<file path="src/mpd_pkg.sv">
// Constants and carrier types for the multipurpose pin power-on delay block
package mpd_pkg;
   // Clock and timing
   localparam int CLK_PERIOD_NS = 40;
   localparam int MS_STEP_NS = 1000000;
   localparam int MS_CYCLES = (MS_STEP_NS + CLK_PERIOD_NS - 1) / CLK_PERIOD_NS;
   localparam int MS_CNT_W = 15;
   // Register layout
   localparam int REG_W = 8;
   localparam int DELAY_W = 7;
   localparam int DELAY_LSB = 0;
   localparam int SEL_W = 4;
   localparam int SEL_LSB = 0;
   localparam logic [REG_W-1:0] REG_RESET = 8'h00;
   localparam logic [REG_W-1:0] REG_WMASK = 8'h7F;
   // Power-good sources
   localparam int PG_SRC_N = 10;
   localparam logic [SEL_W-1:0] SEL_BUCK_ONE = 4'h0;
   localparam logic [SEL_W-1:0] SEL_BUCK_TWO = 4'h1;
   localparam logic [SEL_W-1:0] SEL_BUCK_THREE = 4'h2;
   localparam logic [SEL_W-1:0] SEL_BUCK_FOUR = 4'h3;
   localparam logic [SEL_W-1:0] SEL_BUCK_FIVE = 4'h4;
   localparam logic [SEL_W-1:0] SEL_BUCK_SIX = 4'h5;
   localparam logic [SEL_W-1:0] SEL_LDO_ONE = 4'h6;
   localparam logic [SEL_W-1:0] SEL_LDO_TWO = 4'h7;
   localparam logic [SEL_W-1:0] SEL_LDO_THREE = 4'h8;
   localparam logic [SEL_W-1:0] SEL_DDR_TERM_REF = 4'h9;
   localparam logic [SEL_W-1:0] SEL_ALL_AND = 4'hA;

   typedef struct packed {
      logic wr;
      logic [REG_W-1:0] wdata;
   } mpd_reg_wr_s;

   typedef struct packed {
      logic ddr_termination_reference;
      logic [2:0] ldo;
      logic [5:0] buck;
   } mpd_pg_s;

   typedef enum logic [1:0] {ST_IDLE, ST_COUNT, ST_DONE} mpd_state_e;
endpackage

</file>
<file path="src/mpd_ms_timer.sv">
// Millisecond tick generator, restartable
`timescale 1ns/1ps
module mpd_ms_timer import mpd_pkg::*; #(
   parameter int CYCLES_PER_MS = MS_CYCLES
) (
   // Clock, reset, enable
   input wire logic sys_clk_i,
   input wire logic reset_i,
   input wire logic clk_en_i,
   // Control
   input wire logic restart_i,
   input wire logic run_i,
   // Tick out
   output logic tick_o
);
   localparam logic [MS_CNT_W-1:0] LAST = MS_CNT_W'(CYCLES_PER_MS - 1);

   logic [MS_CNT_W-1:0] cnt_q;
   logic [MS_CNT_W-1:0] cnt_d;
   wire at_last = (cnt_q == LAST);

   assign cnt_d = (restart_i || !run_i || at_last) ? '0 : cnt_q + 1'b1;
   // Tick only while running, so a restart always gives a full first step
   assign tick_o = run_i && !restart_i && at_last;

   always_ff @(posedge sys_clk_i) begin
      if (reset_i) begin
         cnt_q <= '0;
      end else if (clk_en_i) begin
         cnt_q <= cnt_d;
      end
   end
endmodule

</file>
<file path="src/mpd_power_on_delay.sv">
// Power-on delay and power-good source selection for multipurpose pin five
// What this block does
// - Seven-bit field counts whole milliseconds: 0 none, 1 is 1 ms, up to 127 ms.
// - Delay is timed from power-on sequence start, not from earlier regulators.
// - In power-good mode, low four bits select the reported regulator power-good.
// - Codes 0000 to 0100 select buck regulators one to five.
// - 0101 buck six, 0110-1000 linear regulators, 1001 termination reference, 1010 AND.
`timescale 1ns/1ps
module mpd_power_on_delay import mpd_pkg::*; #(
   parameter int CYCLES_PER_MS = MS_CYCLES
) (
   // Clock, reset, enable
   input wire logic sys_clk_i,
   input wire logic reset_i,
   input wire logic clk_en_i,
   // Register access
   input wire mpd_reg_wr_s reg_wr_i,
   output logic [REG_W-1:0] reg_rdata_o,
   // Nonvolatile load
   input wire logic nvm_load_i,
   input wire logic [REG_W-1:0] nvm_data_i,
   // Sequencer
   input wire logic seq_start_i,
   input wire logic seq_stop_i,
   input wire logic power_good_mode_i,
   // Regulator power-good levels, asynchronous
   input wire mpd_pg_s power_good_i,
   // Pin
   output logic multipurpose_io_five_o,
   output logic delay_done_o
);
   ////////////////////////////////////////////////////////////////////////////
   // Register
   logic [REG_W-1:0] field_q;
   logic [REG_W-1:0] field_d;
   wire reg_write = reg_wr_i.wr;
   wire [REG_W-1:0] wr_value = reg_wr_i.wdata & REG_WMASK;
   wire [REG_W-1:0] nvm_value = nvm_data_i & REG_WMASK;

   // Software write after nonvolatile load in the same cycle: software wins
   assign field_d = reg_write ? wr_value :
                    nvm_load_i ? nvm_value : field_q;
   assign reg_rdata_o = field_q & REG_WMASK;

   always_ff @(posedge sys_clk_i) begin
      if (reset_i) begin
         field_q <= REG_RESET;
      end else if (clk_en_i) begin
         field_q <= field_d;
      end
   end

   wire [DELAY_W-1:0] delay_code = field_q[DELAY_LSB +: DELAY_W];
   wire [SEL_W-1:0] sel_code = field_q[SEL_LSB +: SEL_W];

   ////////////////////////////////////////////////////////////////////////////
   // Power-good synchronisers
   logic [PG_SRC_N-1:0] pg_meta_q;
   logic [PG_SRC_N-1:0] pg_sync_q;

   // Only the second stage is read; the first may still be settling
   always_ff @(posedge sys_clk_i) begin
      if (reset_i) begin
         pg_meta_q <= '0;
      end else if (clk_en_i) begin
         pg_meta_q <= power_good_i;
      end
   end

   always_ff @(posedge sys_clk_i) begin
      if (reset_i) begin
         pg_sync_q <= '0;
      end else if (clk_en_i) begin
         pg_sync_q <= pg_meta_q;
      end
   end

   mpd_pg_s pg;
   assign pg = pg_sync_q;

   ////////////////////////////////////////////////////////////////////////////
   // Source selection
   wire pg_all_good = &pg_sync_q;
   logic pg_sel;

   always_comb begin
      unique case (sel_code)
         SEL_BUCK_ONE: pg_sel = pg.buck[0];
         SEL_BUCK_TWO: pg_sel = pg.buck[1];
         SEL_BUCK_THREE: pg_sel = pg.buck[2];
         SEL_BUCK_FOUR: pg_sel = pg.buck[3];
         SEL_BUCK_FIVE: pg_sel = pg.buck[4];
         SEL_BUCK_SIX: pg_sel = pg.buck[5];
         SEL_LDO_ONE: pg_sel = pg.ldo[0];
         SEL_LDO_TWO: pg_sel = pg.ldo[1];
         SEL_LDO_THREE: pg_sel = pg.ldo[2];
         SEL_DDR_TERM_REF: pg_sel = pg.ddr_termination_reference;
         SEL_ALL_AND: pg_sel = pg_all_good;
         // Undefined codes report not-good rather than a random source
         default: pg_sel = 1'b0;
      endcase
   end

   ////////////////////////////////////////////////////////////////////////////
   // Delay sequencer
   mpd_state_e state_q;
   mpd_state_e state_d;
   mpd_state_e start_state;
   logic [DELAY_W-1:0] target_q;
   logic [DELAY_W-1:0] target_d;
   logic [DELAY_W-1:0] ms_q;
   logic [DELAY_W-1:0] ms_d;
   logic tick;

   wire in_count = (state_q == ST_COUNT);
   wire in_done = (state_q == ST_DONE);
   wire [DELAY_W-1:0] ms_next = ms_q + 1'b1;

   // Delay latched at start so a mid-sequence write cannot shorten it
   wire start_zero = seq_start_i && (delay_code == '0);
   wire reached = tick && (ms_next == target_q);
   assign start_state = start_zero ? ST_DONE : ST_COUNT;

   // Start beats stop in the same cycle; a start mid-count restarts the delay
   always_comb begin
      state_d = state_q;
      unique case (state_q)
         ST_IDLE: begin
            if (seq_start_i) begin
               state_d = start_state;
            end
         end
         ST_COUNT: begin
            if (seq_start_i) begin
               state_d = start_state;
            end else if (seq_stop_i) begin
               state_d = ST_IDLE;
            end else if (reached) begin
               state_d = ST_DONE;
            end
         end
         ST_DONE: begin
            if (seq_start_i) begin
               state_d = start_state;
            end else if (seq_stop_i) begin
               state_d = ST_IDLE;
            end
         end
      endcase
   end

   // Millisecond index restarts with every accepted start
   assign target_d = seq_start_i ? delay_code : target_q;
   assign ms_d = seq_start_i ? '0 : (tick ? ms_next : ms_q);

   mpd_ms_timer #(
      .CYCLES_PER_MS(CYCLES_PER_MS)
   ) u_timer (
      .sys_clk_i(sys_clk_i),
      .reset_i(reset_i),
      .clk_en_i(clk_en_i),
      .restart_i(seq_start_i),
      .run_i(in_count),
      .tick_o(tick)
   );

   always_ff @(posedge sys_clk_i) begin
      if (reset_i) begin
         state_q <= ST_IDLE;
      end else if (clk_en_i) begin
         state_q <= state_d;
      end
   end

   always_ff @(posedge sys_clk_i) begin
      if (reset_i) begin
         target_q <= '0;
      end else if (clk_en_i) begin
         target_q <= target_d;
      end
   end

   always_ff @(posedge sys_clk_i) begin
      if (reset_i) begin
         ms_q <= '0;
      end else if (clk_en_i) begin
         ms_q <= ms_d;
      end
   end

   ////////////////////////////////////////////////////////////////////////////
   // Pin output
   logic pin_q;
   logic pin_d;
   logic done_q;
   logic done_d;

   // Registered so a selector change never glitches the board net
   // Delay mode drops the pin on stop; power-good mode ignores the sequencer
   assign pin_d = power_good_mode_i ? pg_sel : in_done;
   assign done_d = in_done;

   always_ff @(posedge sys_clk_i) begin
      if (reset_i) begin
         pin_q <= 1'b0;
      end else if (clk_en_i) begin
         pin_q <= pin_d;
      end
   end

   always_ff @(posedge sys_clk_i) begin
      if (reset_i) begin
         done_q <= 1'b0;
      end else if (clk_en_i) begin
         done_q <= done_d;
      end
   end

   assign multipurpose_io_five_o = pin_q;
   assign delay_done_o = done_q;
endmodule

</file>
<file path="config.mk">
export PLATFORM = sky130hd
export DESIGN_NAME = mpd_power_on_delay
export DESIGN_NICKNAME = d
export VERILOG_FILES = /design/src/mpd_pkg.sv /design/src/mpd_ms_timer.sv /design/src/mpd_power_on_delay.sv
export SDC_FILE = /design/constraint.sdc
export NUM_CORES = 1
export LEC_CHECK = 0
export BUFFER_PORTS_ARGS = -buffer_cell sky130_fd_sc_hd__buf_2
export CAP_MARGIN = 20
export CORE_UTILIZATION = 42
export CTS_CLUSTER_DIAMETER = 200
export DETAILED_ROUTE_END_ITERATION = 10
export PLACE_DENSITY_LB_ADDON = 0.2
export SLEW_MARGIN = 20
export SYNTH_ARGS = -nofsm -noshare
export SYNTH_HDL_FRONTEND = slang
export SYNTH_SLANG_ARGS = --single-unit
</file>
<file path="constraint.sdc">
create_clock -name sys_clk_i -period 2.65 [get_ports sys_clk_i]
set_input_delay 0 -clock sys_clk_i [delete_from_list [all_inputs] [get_ports sys_clk_i]]
set_output_delay 0 -clock sys_clk_i [all_outputs]
set_load 0.01 [all_outputs]
</file>
Yosys cells after proc, flatten, opt, wreduce, memory -nomap -nowiden
Cells that the tools add are included.

Register bits after elaboration: 60. Output and inout port bits: 10.

Add/sub/neg operators: 2. Equality and inequality tests: 17. Mux-type cells: 15. Reduce and logical (&&, ||, !) cells: 18.

Operators by type and width (number): 7-bit 2-to-1 mux (4); 4-bit by 3-bit == test with 1-bit output, second input constant (4); 15-bit by 1-bit adder with 15-bit output, second input constant (1); 15-bit == test, second input constant (1); 15-bit 2-to-1 mux (1); 2-bit 2-to-1 mux (7); 4-bit == test, second input constant (3); 1-bit one-hot mux with 11 select lines (1); 10-bit AND reduction (1); 4-bit by 2-bit == test with 1-bit output, second input constant (2); 7-bit by 1-bit adder with 7-bit output, second input constant (1); 7-bit == test (1); 7-bit zero test (1); 2-bit one-hot mux with 3 select lines (1); 2-bit AND reduction (3); 4-bit by 1-bit == test with 1-bit output, second input constant (1); 1-bit logical AND (4); 4-bit zero test (1); 4-bit inequality test, second input constant (1); 4-bit AND reduction (1); 2-bit nonzero test (2); 3-bit inequality test, second input constant (1); 2-bit by 1-bit == test with 1-bit output, second input constant (1); 2-bit == test, second input constant (1); other kinds (5) (7).

Depth between registers and ports, before layout
Gate-level depths: netlist of run 1.

Depth in word-level cells: 8. Mapped depth: 7.

Cells and area by module
A second synthesis of run 1 with hierarchy kept.

Cells, all modules: 345. Area total of the unflattened synthesis: 3057.9 um^2.

Modules (own cells, without submodules): mpd_power_on_delay (instances 1, cells each 264, area an instance 2306.0 um^2, sequential area each 900.9 um^2); mpd_ms_timer (instances 1, cells each 81, area an instance 752.0 um^2, sequential area each 300.3 um^2).

Worst setup path before layout of run 1
No wires, ideal clock.

Path type: reg2reg. Start: reg u_timer.cnt_q[10]. End: reg state_q[1]. Setup time: 79 ps. Arrival time: 1939 ps. Setup slack: 632 ps. Cell stages (with the launch flop): 6. Path buffers: 0. Clock period less this slack: 2018 ps. Path through: dfxtp_1 > or4b_4 > nor4_4 > o211ai_1 > or4b_1 > o211ai_1.

Word-level cells in the longest chain between the ends: 5.

RTL lines: start, declared (RTL line mpd_ms_timer.sv:18) `logic [MS_CNT_W-1:0] cnt_q;`; start signal, assigned (RTL line mpd_ms_timer.sv:30) `cnt_q <= cnt_d;`; 15-bit == test (RTL line mpd_ms_timer.sv:20) `wire at_last = (cnt_q == LAST);`; 1-bit logical AND (RTL line mpd_ms_timer.sv:24) `assign tick_o = run_i && !restart_i && at_last;`; 1-bit logical AND (RTL line mpd_power_on_delay.sv:121) `wire reached = tick && (ms_next == target_q);`; 4-bit inequality test (no source line); 4-bit AND reduction (no source line); end signal, assigned (RTL line mpd_power_on_delay.sv:171) `state_q <= state_d;`; end, declared (RTL line mpd_power_on_delay.sv:106) `mpd_state_e state_q;`.

Every way passes these cells. A chain may end at the register's enable or synchronous reset.

Worst setup path after layout of run 1
Start: reg u_timer.cnt_q[10]. End: reg ms_q[3].

Word-level cells in the longest chain between the ends: 4.

RTL lines: 15-bit == test (RTL line mpd_ms_timer.sv:20); 1-bit logical AND (RTL line mpd_ms_timer.sv:24); 2-bit nonzero test (no source line); 2-bit AND reduction (no source line); end signal, assigned (RTL line mpd_power_on_delay.sv:187) `ms_q <= ms_d;`; end, declared (RTL line mpd_power_on_delay.sv:111) `logic [DELAY_W-1:0] ms_q;`.

Every way passes these cells.

==> results of run 1 <==
[power by group through the flow]
stage	sequential (mW)	clock, mW	combinational (mW)
5_1_grt	0.967	0.877	0.233
2_1_floorplan	0.977	0	0.131
4_1_cts	0.963	0.841	0.210
3_5_place_dp	0.983	0	0.186
3_3_place_gp	0.983	0	0.182
6_report	0.962	0.823	0.209
[per-layer routing]
metal	GRT usage, %	up-vias	share of wire (%)
li1	-	1275	-
met1	22.16	1143	49
met2	29.16	45	47
met3	4.716	7	3.5
met4	6.212	0	1.0
met5	0	-	0
[final cells by class]
cell class,instances,area (um^2),area share [%]
tap,96,120.1,3.346
sequential,60,1201,33.46
clock buffer,9,123.9,3.451
multi-input combinational,246,1635,45.56
inverter,8,30.03,0.8365
timing repair buffer,61,405.4,11.29
clock inverter,7,73.82,2.056
[repair_timing]
action,in CTS,in global routing
endpoints found under the setup margin,0,0
hold buffers,19,0
endpoints found under the hold margin,15,0
[state kept, by name, indices dropped and copies added, names as in the netlist]
name and count:
target_q 7, multipurpose_io_five_o 1, state_q 2, ms_q 7
field_q 7, delay_done_o 1, pg 10, u_timer.cnt_q 15
pg_meta_q 10
[cells in the mapped netlist (2+ instances only)]
master,number,share of area (%)
nand2_1,31,4.0
o211ai_1,3,0.76
buf_2,2,0.34
xnor2_1,10,3.0
nand4_1,6,1.3
a41oi_1,2,0.59
dfxtp_1,60,41
nor2_1,50,6.4
nand2b_1,7,1.5
a311oi_1,2,0.59
xor2_1,13,3.9
o21ai_0,6,1.0
a31oi_1,2,0.42
and3_1,4,0.85
clkbuf_1,11,1.4
and4_1,2,0.59
nor2b_1,2,0.42
buf_1,4,0.51
nand3_1,9,1.5
ha_1,5,2.1
mux4_2,2,1.5
inv_1,8,1.0
a211o_1,2,0.59
mux2i_1,33,11
nor3_1,5,0.85
a21oi_1,16,2.7
a211oi_1,9,2.3
and2_1,4,0.85
[layout by cell type (no fill, tap or decap), drive strengths merged, types with 6 or more instances in the layout]
| cell type | n |
|---|---|
| a211oi | 9 |
| a21oi | 16 |
| buf | 42 |
| clkbuf | 9 |
| dfxtp | 60 |
| dlygate4sd3 | 19 |
| inv | 10 |
| mux2i | 33 |
| nand2 | 31 |
| nand2b | 7 |
| nand3 | 9 |
| nand4 | 6 |
| nor2 | 50 |
| o21ai | 6 |
| xnor2 | 10 |
| xor2 | 13 |
[worst max-delay path, cell delays in order, from the launching register on]
cell	delay (ps)
dfxtp_1	340
or4b_4	550
nor4_4	340
and3_1	450
a41oi_1	160
a311oi_1	260
[final timing paths]
| path | endpoint | cells after the start |
|---|---|---|
| min reg2reg | target_q[6] | 2 |
| max | ms_q[3] | 5 |
| min | field_q[0] | 3 |
| max reg2reg | ms_q[3] | 5 |
[logic make-up after synthesis]
group | Yosys count | share of synthesized area, %
simple gates | 132 | 22.26
flops | 60 | 40.78
compound gates | 50 | 11.43
mux | 35 | 12.74
buf+inv | 27 | 3.696
xor+xnor | 23 | 6.839
fa+ha+maj | 5 | 2.124
other cells | 1 | 0.1273
==> metrics.txt, run 1 <==
endpoints failing setup 0; Post-synth EDFFs 0; Sw Pwr 518.1 uW; post-CTS setup buffers 0; FP Rows 30; Ys Warns 0; CTS clk-pin slew, worst paths ~70 ps; maximum clock path buffer count 2; post-CTS sizing 0; Via density 5.072; Die Area between 7000 and 8000 um^2; syn_area_per_cell 8.845 um^2; Reg-to-Reg Start u_timer.cnt_q[10]; ys flop type dfxtp_1; Async SR Flop Fraction 0%; Routed Antenna Nets 0; worst setup path startpoint u_timer.cnt_q[10]; Fill cells ~640; cell area after layout 3590 um^2; via count about 2.5k; final core area utilization 52.84%; placed cells between 400 and 500; Port Buffers 40; FF-to-FF setup slack 450 ps; Mapped Area between 2000 and 3000 um^2; Crit. End Element register; CTS tree yes; Clk network pwr share between 40% and 50%; Fmax 453.8 MHz; # H-tree levels 3; Layout area overhead 21.88%; Post-Route Skew 14.70 ps; Worst Path Arrival about 2400 ps; Mapped Cells about 330; drt drc 0; Reg power frac between 40% and 50%; clk root buf clkbuf_8; cts bufs inserted 9; Int Pwr 1.476 mW; max cap viols 0; RSZ-0062 raised after global routing false; Netlist cell types 51; vias in the first global route 2256; crit share post-route 83.15%; First-pass DRT Iterations 4; largest net degree at the start of global routing 30; combinational fraction of design power between 10% and 20%; Die H 85.74 um; worst hold path type in2reg; hold_ws between 10 and 15 ps; Initial DRC Count 134; Die Wd 85.74 um; first-pass GRT wire length 10160 um; Switching Share 25.98%; initial antenna violation count 0; Max FO, Critical Path 11; core area 6794 um^2; # clock sinks 60; setup ws final 446.5 ps; sequential area share after synthesis 40.78%; min cycle time layout about 2200 ps; Hold Crit Start nvm_data_i[0]; Total GRT Usage 17.62%; FF+latch count, synth 60; fin nets between 400 and 500; Post-Route WL roughly 6000 um; maximum vdd ir drop approximately 380 uV; non-filler cells, final approximately 490; worst slack, placed between 400 and 500 ps; Post-Syn Nets 372; crit path kind reg2reg; startpoint types register; wire per inst ~12 um; layout cells sized above 1 16.37%; starting density of the core 43.35%; gpl congestion 0.7727; DP Wirelength 4153 um; WP data required 2890 ps; power density over the cells 555.5 nW/um^2; Final Max Slew Viols 0; Post-DP Area approximately 3200 um^2; Inserted Diodes 0; IO Pins between 40 and 50; final hold violations 0; Lkg Pwr around 1.5 nW; Worst-Margin Slew 806.3 ps; Power, Total 1.994 mW; setup TNS 0 ps; Clk Latency, worst-skew pair 340 ps; status finished clean; Slew headroom 46.05%; GR Overflow Total 0
Note: power is estimated with default switching activity, not from simulation.
==> run 2: changes to the inputs <==
- clock period: 2.65 -> 2.3 ns (I/O delays scaled with it)
==> metrics.txt, run 2 (same netlist as run 1, synthesis figures left out) <==
status finished with violations; failing checks design-rule violations; layout cells sized above 1 approximately 17%; # H-tree levels 3; max cap viols 0; gpl congestion 0.7983; CTS clk-pin slew, worst paths 60 ps; Post-Route Skew ~9 ps; crit-path most repeated cell o211ai_1; footprint of the multi-input gates 1635 um^2; Lkg Pwr 1.486 nW; max reg flops 15; Routed Antenna Nets 0; crit path cell chain or4b_4, nor4_4, o211ai_1, or4b_1, o211ai_1; CTS tree yes; Worst Setup EP state_q[1]; Final Max Slew Viols 0; min cycle time layout 2177 ps; Clk Latency, worst-skew pair 350 ps; Crit. End Element register; clk root buf clkbuf_8; first-pass GRT wire length 10430 um; starting density of the core 43.35%; met2 routed WL 2877 um; worst hold path type in2reg; FP Rows 30; maximum vdd ir drop 485.4 uV; FF-to-FF setup slack 120 ps; Fill cells 640; WP data required 2560 ps; Biggest register u_timer.cnt_q; Via density 5.114; DR WL met3 212 um; Worst-Margin Slew 798.6 ps; # clock sinks 60; initial antenna violation count 0; First-pass DRT Iterations 7; startpoint types register; Initial DRC Count 100; Die Wd between 80 and 90 um; post-CTS setup buffers 0; maximum clock path buffer count 2; DP Wirelength 4247 um; Total GRT Usage 18.24%; post-CTS sizing 0; commonest non-fill, non-tap cell in the layout dfxtp_1; Top Metal Used met4; Layout area overhead 22.85%; Fmax 459.3 MHz; crit share post-route 94.67%; endpoints failing setup 0; IO Pins 44; Reg-to-Reg Start u_timer.cnt_q[10]; crit path kind reg2reg; worst setup path startpoint u_timer.cnt_q[10]; Reg2Reg Capture Point state_q[1]; wire per inst 12.66 um; Post-Route WL 6205 um; critical path's slowest cell or4b_4; placed cells 457; Die H 85.74 um; Port Buffers 40; most frequent cells in the layout 60 x dfxtp_1, 50 x nor2_1, 40 x buf_2; fin nets 428; largest net degree at the start of global routing 29; cts bufs inserted 9; drt drc 1; setup TNS 0 ps; Slew headroom 46.56%; GR Overflow Total 0; non-filler cells, final 490; cts hold-fix bufs 17; via count 2506; register area 1201 um^2; core area 6794 um^2; Metal-1 WL 2956 um; reg2reg path depth 5; Max FO, Critical Path 4; Inserted Diodes 0; vias in the first global route 2289; Die Area 7351 um^2; RSZ-0062 raised after global routing false; Worst Path Arrival 2440 ps; final hold violations 0; power density over the cells 656.9 nW/um^2; crit-path max cell delay 570 ps
[run 2: cell types whose count changed in the layout (fill, tap and decap cells not counted)]
cell,delta
clkinvlp_4,-1
dlygate4sd3_1,-2
bufinv_16,+1
clkbuf_1,+3
clkinv_2,-1
buf_4,+5
inv_6,-2
[run 2: how the worst min path moves through the flow]
| stage | slack, ps | cells after the start | endpoint | from |
|---|---|---|---|---|
| after floorplan | 150 | 2 | pg_meta_q[0] | power_good_i[0] |
| after global placement | 230 | 3 | pg_meta_q[9] | power_good_i[9] |
| after detailed placement | 240 | 3 | pg_meta_q[0] | power_good_i[0] |
| after CTS | 2 | 3 | field_q[4] | nvm_data_i[4] |
| after global routing | 10 | 3 | field_q[3] | reg_wr_i[3] |
| final | 1 | 3 | field_q[3] | reg_wr_i[3] |
[run 2: power by group]
part / internal (mW) / total [mW] / switching, mW
combinational: 0.121 / 0.244 / 0.123
sequential: 1.08 / 1.11 / 0.0323
clock: 0.611 / 1.03 / 0.414
total: 1.81 / 2.38 / 0.569
[run 2: metal layers]
metal	global-route usage (%)	up-vias
met5	0	-
met4	9.545	0
met3	4.331	22
met2	29.38	52
met1	22.71	1148
li1	-	1284
[run 2: final cells by class]
class	count	area share [%]
multi-input combinational	246	45.19
clock buffer	12	3.734
inverter	8	0.8299
tap	96	3.319
sequential	60	33.19
timing repair buffer	64	11.69
clock inverter	4	2.040
[run 2: metrics by stage]
step	hold slack [ps]	utilization (%)	power [mW]	worst slack [ps]	area, um^2
finish	1.092	53.26	2.377	122.5	3618
global route	9.708	53.26	2.474	10.82	3618
CTS	1.957	53.26	2.384	117.5	3618
detailed placement	241.2	47.68	1.352	144.5	3239
global placement	233.9	47.68	1.347	175.1	3239
floorplan	147.2	-	1.276	282.2	2945
[run 2: critical path, delay by kind of cell (launching register included)]
kind             cells  cell delay (ps)
AO/OA/AOI/OAI        2              330
flip-flops           1              340
AND/OR/NAND/NOR      3             1440
==> run 3: changes to the inputs <==
- BUFFER_PORTS_ARGS: -buffer_cell sky130_fd_sc_hd__buf_2 -> -buffer_cell sky130_fd_sc_hd__buf_4
==> metrics.txt, run 3 (same netlist as run 1, synthesis figures left out) <==
worst hold endpoint field_q[1]; Fmax 462.6 MHz; Via density 5.031; hold path depth 3; starting density of the core 43.35%; # clock sinks 60; GR Overflow Total 0; CTS clk-pin slew, worst paths around 70 ps; Final Max Slew Viols 0; power density over the cells 659.4 nW/um^2; maximum clock path buffer count 2; Biggest register u_timer.cnt_q; DP Wirelength about 4200 um; Inserted Diodes 0; core area 6794 um^2; cts bufs inserted 9; First-pass DRT Iterations 4; Lkg Pwr approximately 1.5 nW; Routed Antenna Nets 0; endpoints failing setup 0; first-pass GRT wire length about 10000 um; Post-Route Skew around 8.6 ps; Slew headroom 45.49%; RSZ-0062 raised after global routing false; initial antenna violation count 0; Reg2Reg Capture Point state_q[1]; FP Rows 30; max cap viols 0; largest net degree at the start of global routing 48; most frequent cells in the layout 60 x dfxtp_1, 50 x nor2_1, 45 x buf_4; maximum vdd ir drop 346.5 uV; Reg-to-Reg Start ms_q[0]; crit path kind reg2reg; final hold violations 0; worst hold path type in2reg; Max FO, Critical Path 6; hold_ws ~11 ps; fin nets about 420; Layout area overhead 23.70%; drt drc 0; crit share post-route 93.98%; clk root buf clkbuf_8; Worst-Margin Slew roughly 800 ps; Initial DRC Count 69; Die H roughly 86 um; CTS tree yes; vias in the first global route 2305; Total GRT Usage between 10% and 20%; Die Area approximately 7400 um^2; Die Wd 85.74 um; startpoint types register; via count 2420; FF-to-FF setup slack about 140 ps; Hold Crit Start nvm_data_i[1]; Clk Latency, worst-skew pair 340 ps; gpl congestion 0.8357; wire per inst 12.70 um; min cycle time layout 2162 ps; setup TNS 0 ps; Post-Route WL 6107 um; reg2reg path depth 6; status finished clean; IO Pins 44; max reg flops 15; commonest non-fill, non-tap cell in the layout dfxtp_1; Port Buffers 40; # H-tree levels 3; Worst Path Arrival 2420 ps; WP data required 2560 ps; Crit. End Element register; layout cells sized above 1 17.14%
-- run 3: changes by cell type in the layout (fill, tap and decap cells not counted) --
cell / before / now
and3_1: 4 / 3
and3_2: 0 / 1
buf_2: 40 / 0
buf_4: 7 / 45
clkbuf_1: 3 / 2
clkbuf_8: 9 / 10
clkinv_4: 1 / 0
clkinvlp_4: 0 / 1
dlygate4sd3_1: 17 / 10
-- run 3: layer usage --
metal	GRT usage (%)	up-vias	share of wire, %
li1	-	1259	-
met1	23.36	1107	50
met2	28.44	50	46
met3	4.331	4	3.2
met4	6.818	0	0.84
met5	0	-	0
-- run 3: worst max-delay path by stage --
stage | startpoint | endpoint | slack (ps) | depth (start not counted)
6_report | ms_q[0] | state_q[1] | 140 | 6
5_1_grt | ms_q[0] | state_q[1] | 20 | 6
4_1_cts | u_timer.cnt_q[10] | state_q[1] | 150 | 5
3_5_place_dp | u_timer.cnt_q[10] | ms_q[3] | 160 | 5
3_3_place_gp | u_timer.cnt_q[10] | ms_q[3] | 200 | 5
2_1_floorplan | u_timer.cnt_q[10] | state_q[1] | 280 | 5
-- run 3: what timing repair did --
item	4_1_cts	5_1_grt
endpoints found under the hold margin	10	0
resized for setup	0	1
setup endpoints to repair	0	1
hold buffers	10	0
buffers inserted	0	0
-- run 3: cell type report --
cell class                 instances  area [um^2]
clock buffer                      12        145.1
clock inverter                     4        72.57
fill                             626         3151
inverter                           8        30.03
multi-input combinational        246         1637
sequential                        60         1201
tap                               96        120.1
timing repair buffer              55        437.9
-- run 3: stage by stage --
stage | area (um^2) | cells | worst slack [ps] | total power, mW | utilization, %
finish | 3643 | 481 | 138.4 | 2.402 | 53.63
global route | 3643 | 481 | 18.67 | 2.497 | 53.63
CTS | 3642 | 481 | 152.7 | 2.422 | 53.61
detailed placement | 3324 | 455 | 156.7 | 1.370 | 48.93
global placement | 3324 | 455 | 195.7 | 1.364 | 48.93
floorplan | 2945 | 333 | 282.2 | 1.276 | -
-- run 3: power breakdown --
part           leakage, nW  switching (mW)  internal, mW
sequential           0.489          0.0323          1.08
combinational        0.882           0.122         0.130
clock                0.107           0.404         0.639
total                 1.48           0.559          1.84
-- run 3: worst max-delay path, cell delays in order (launching register included) --
cell and delay (ps):
dfxtp_1 470, ha_1 300, xor2_1 100, nand2b_1 170, a2111o_1 430, or4b_1 470, o211ai_1 160
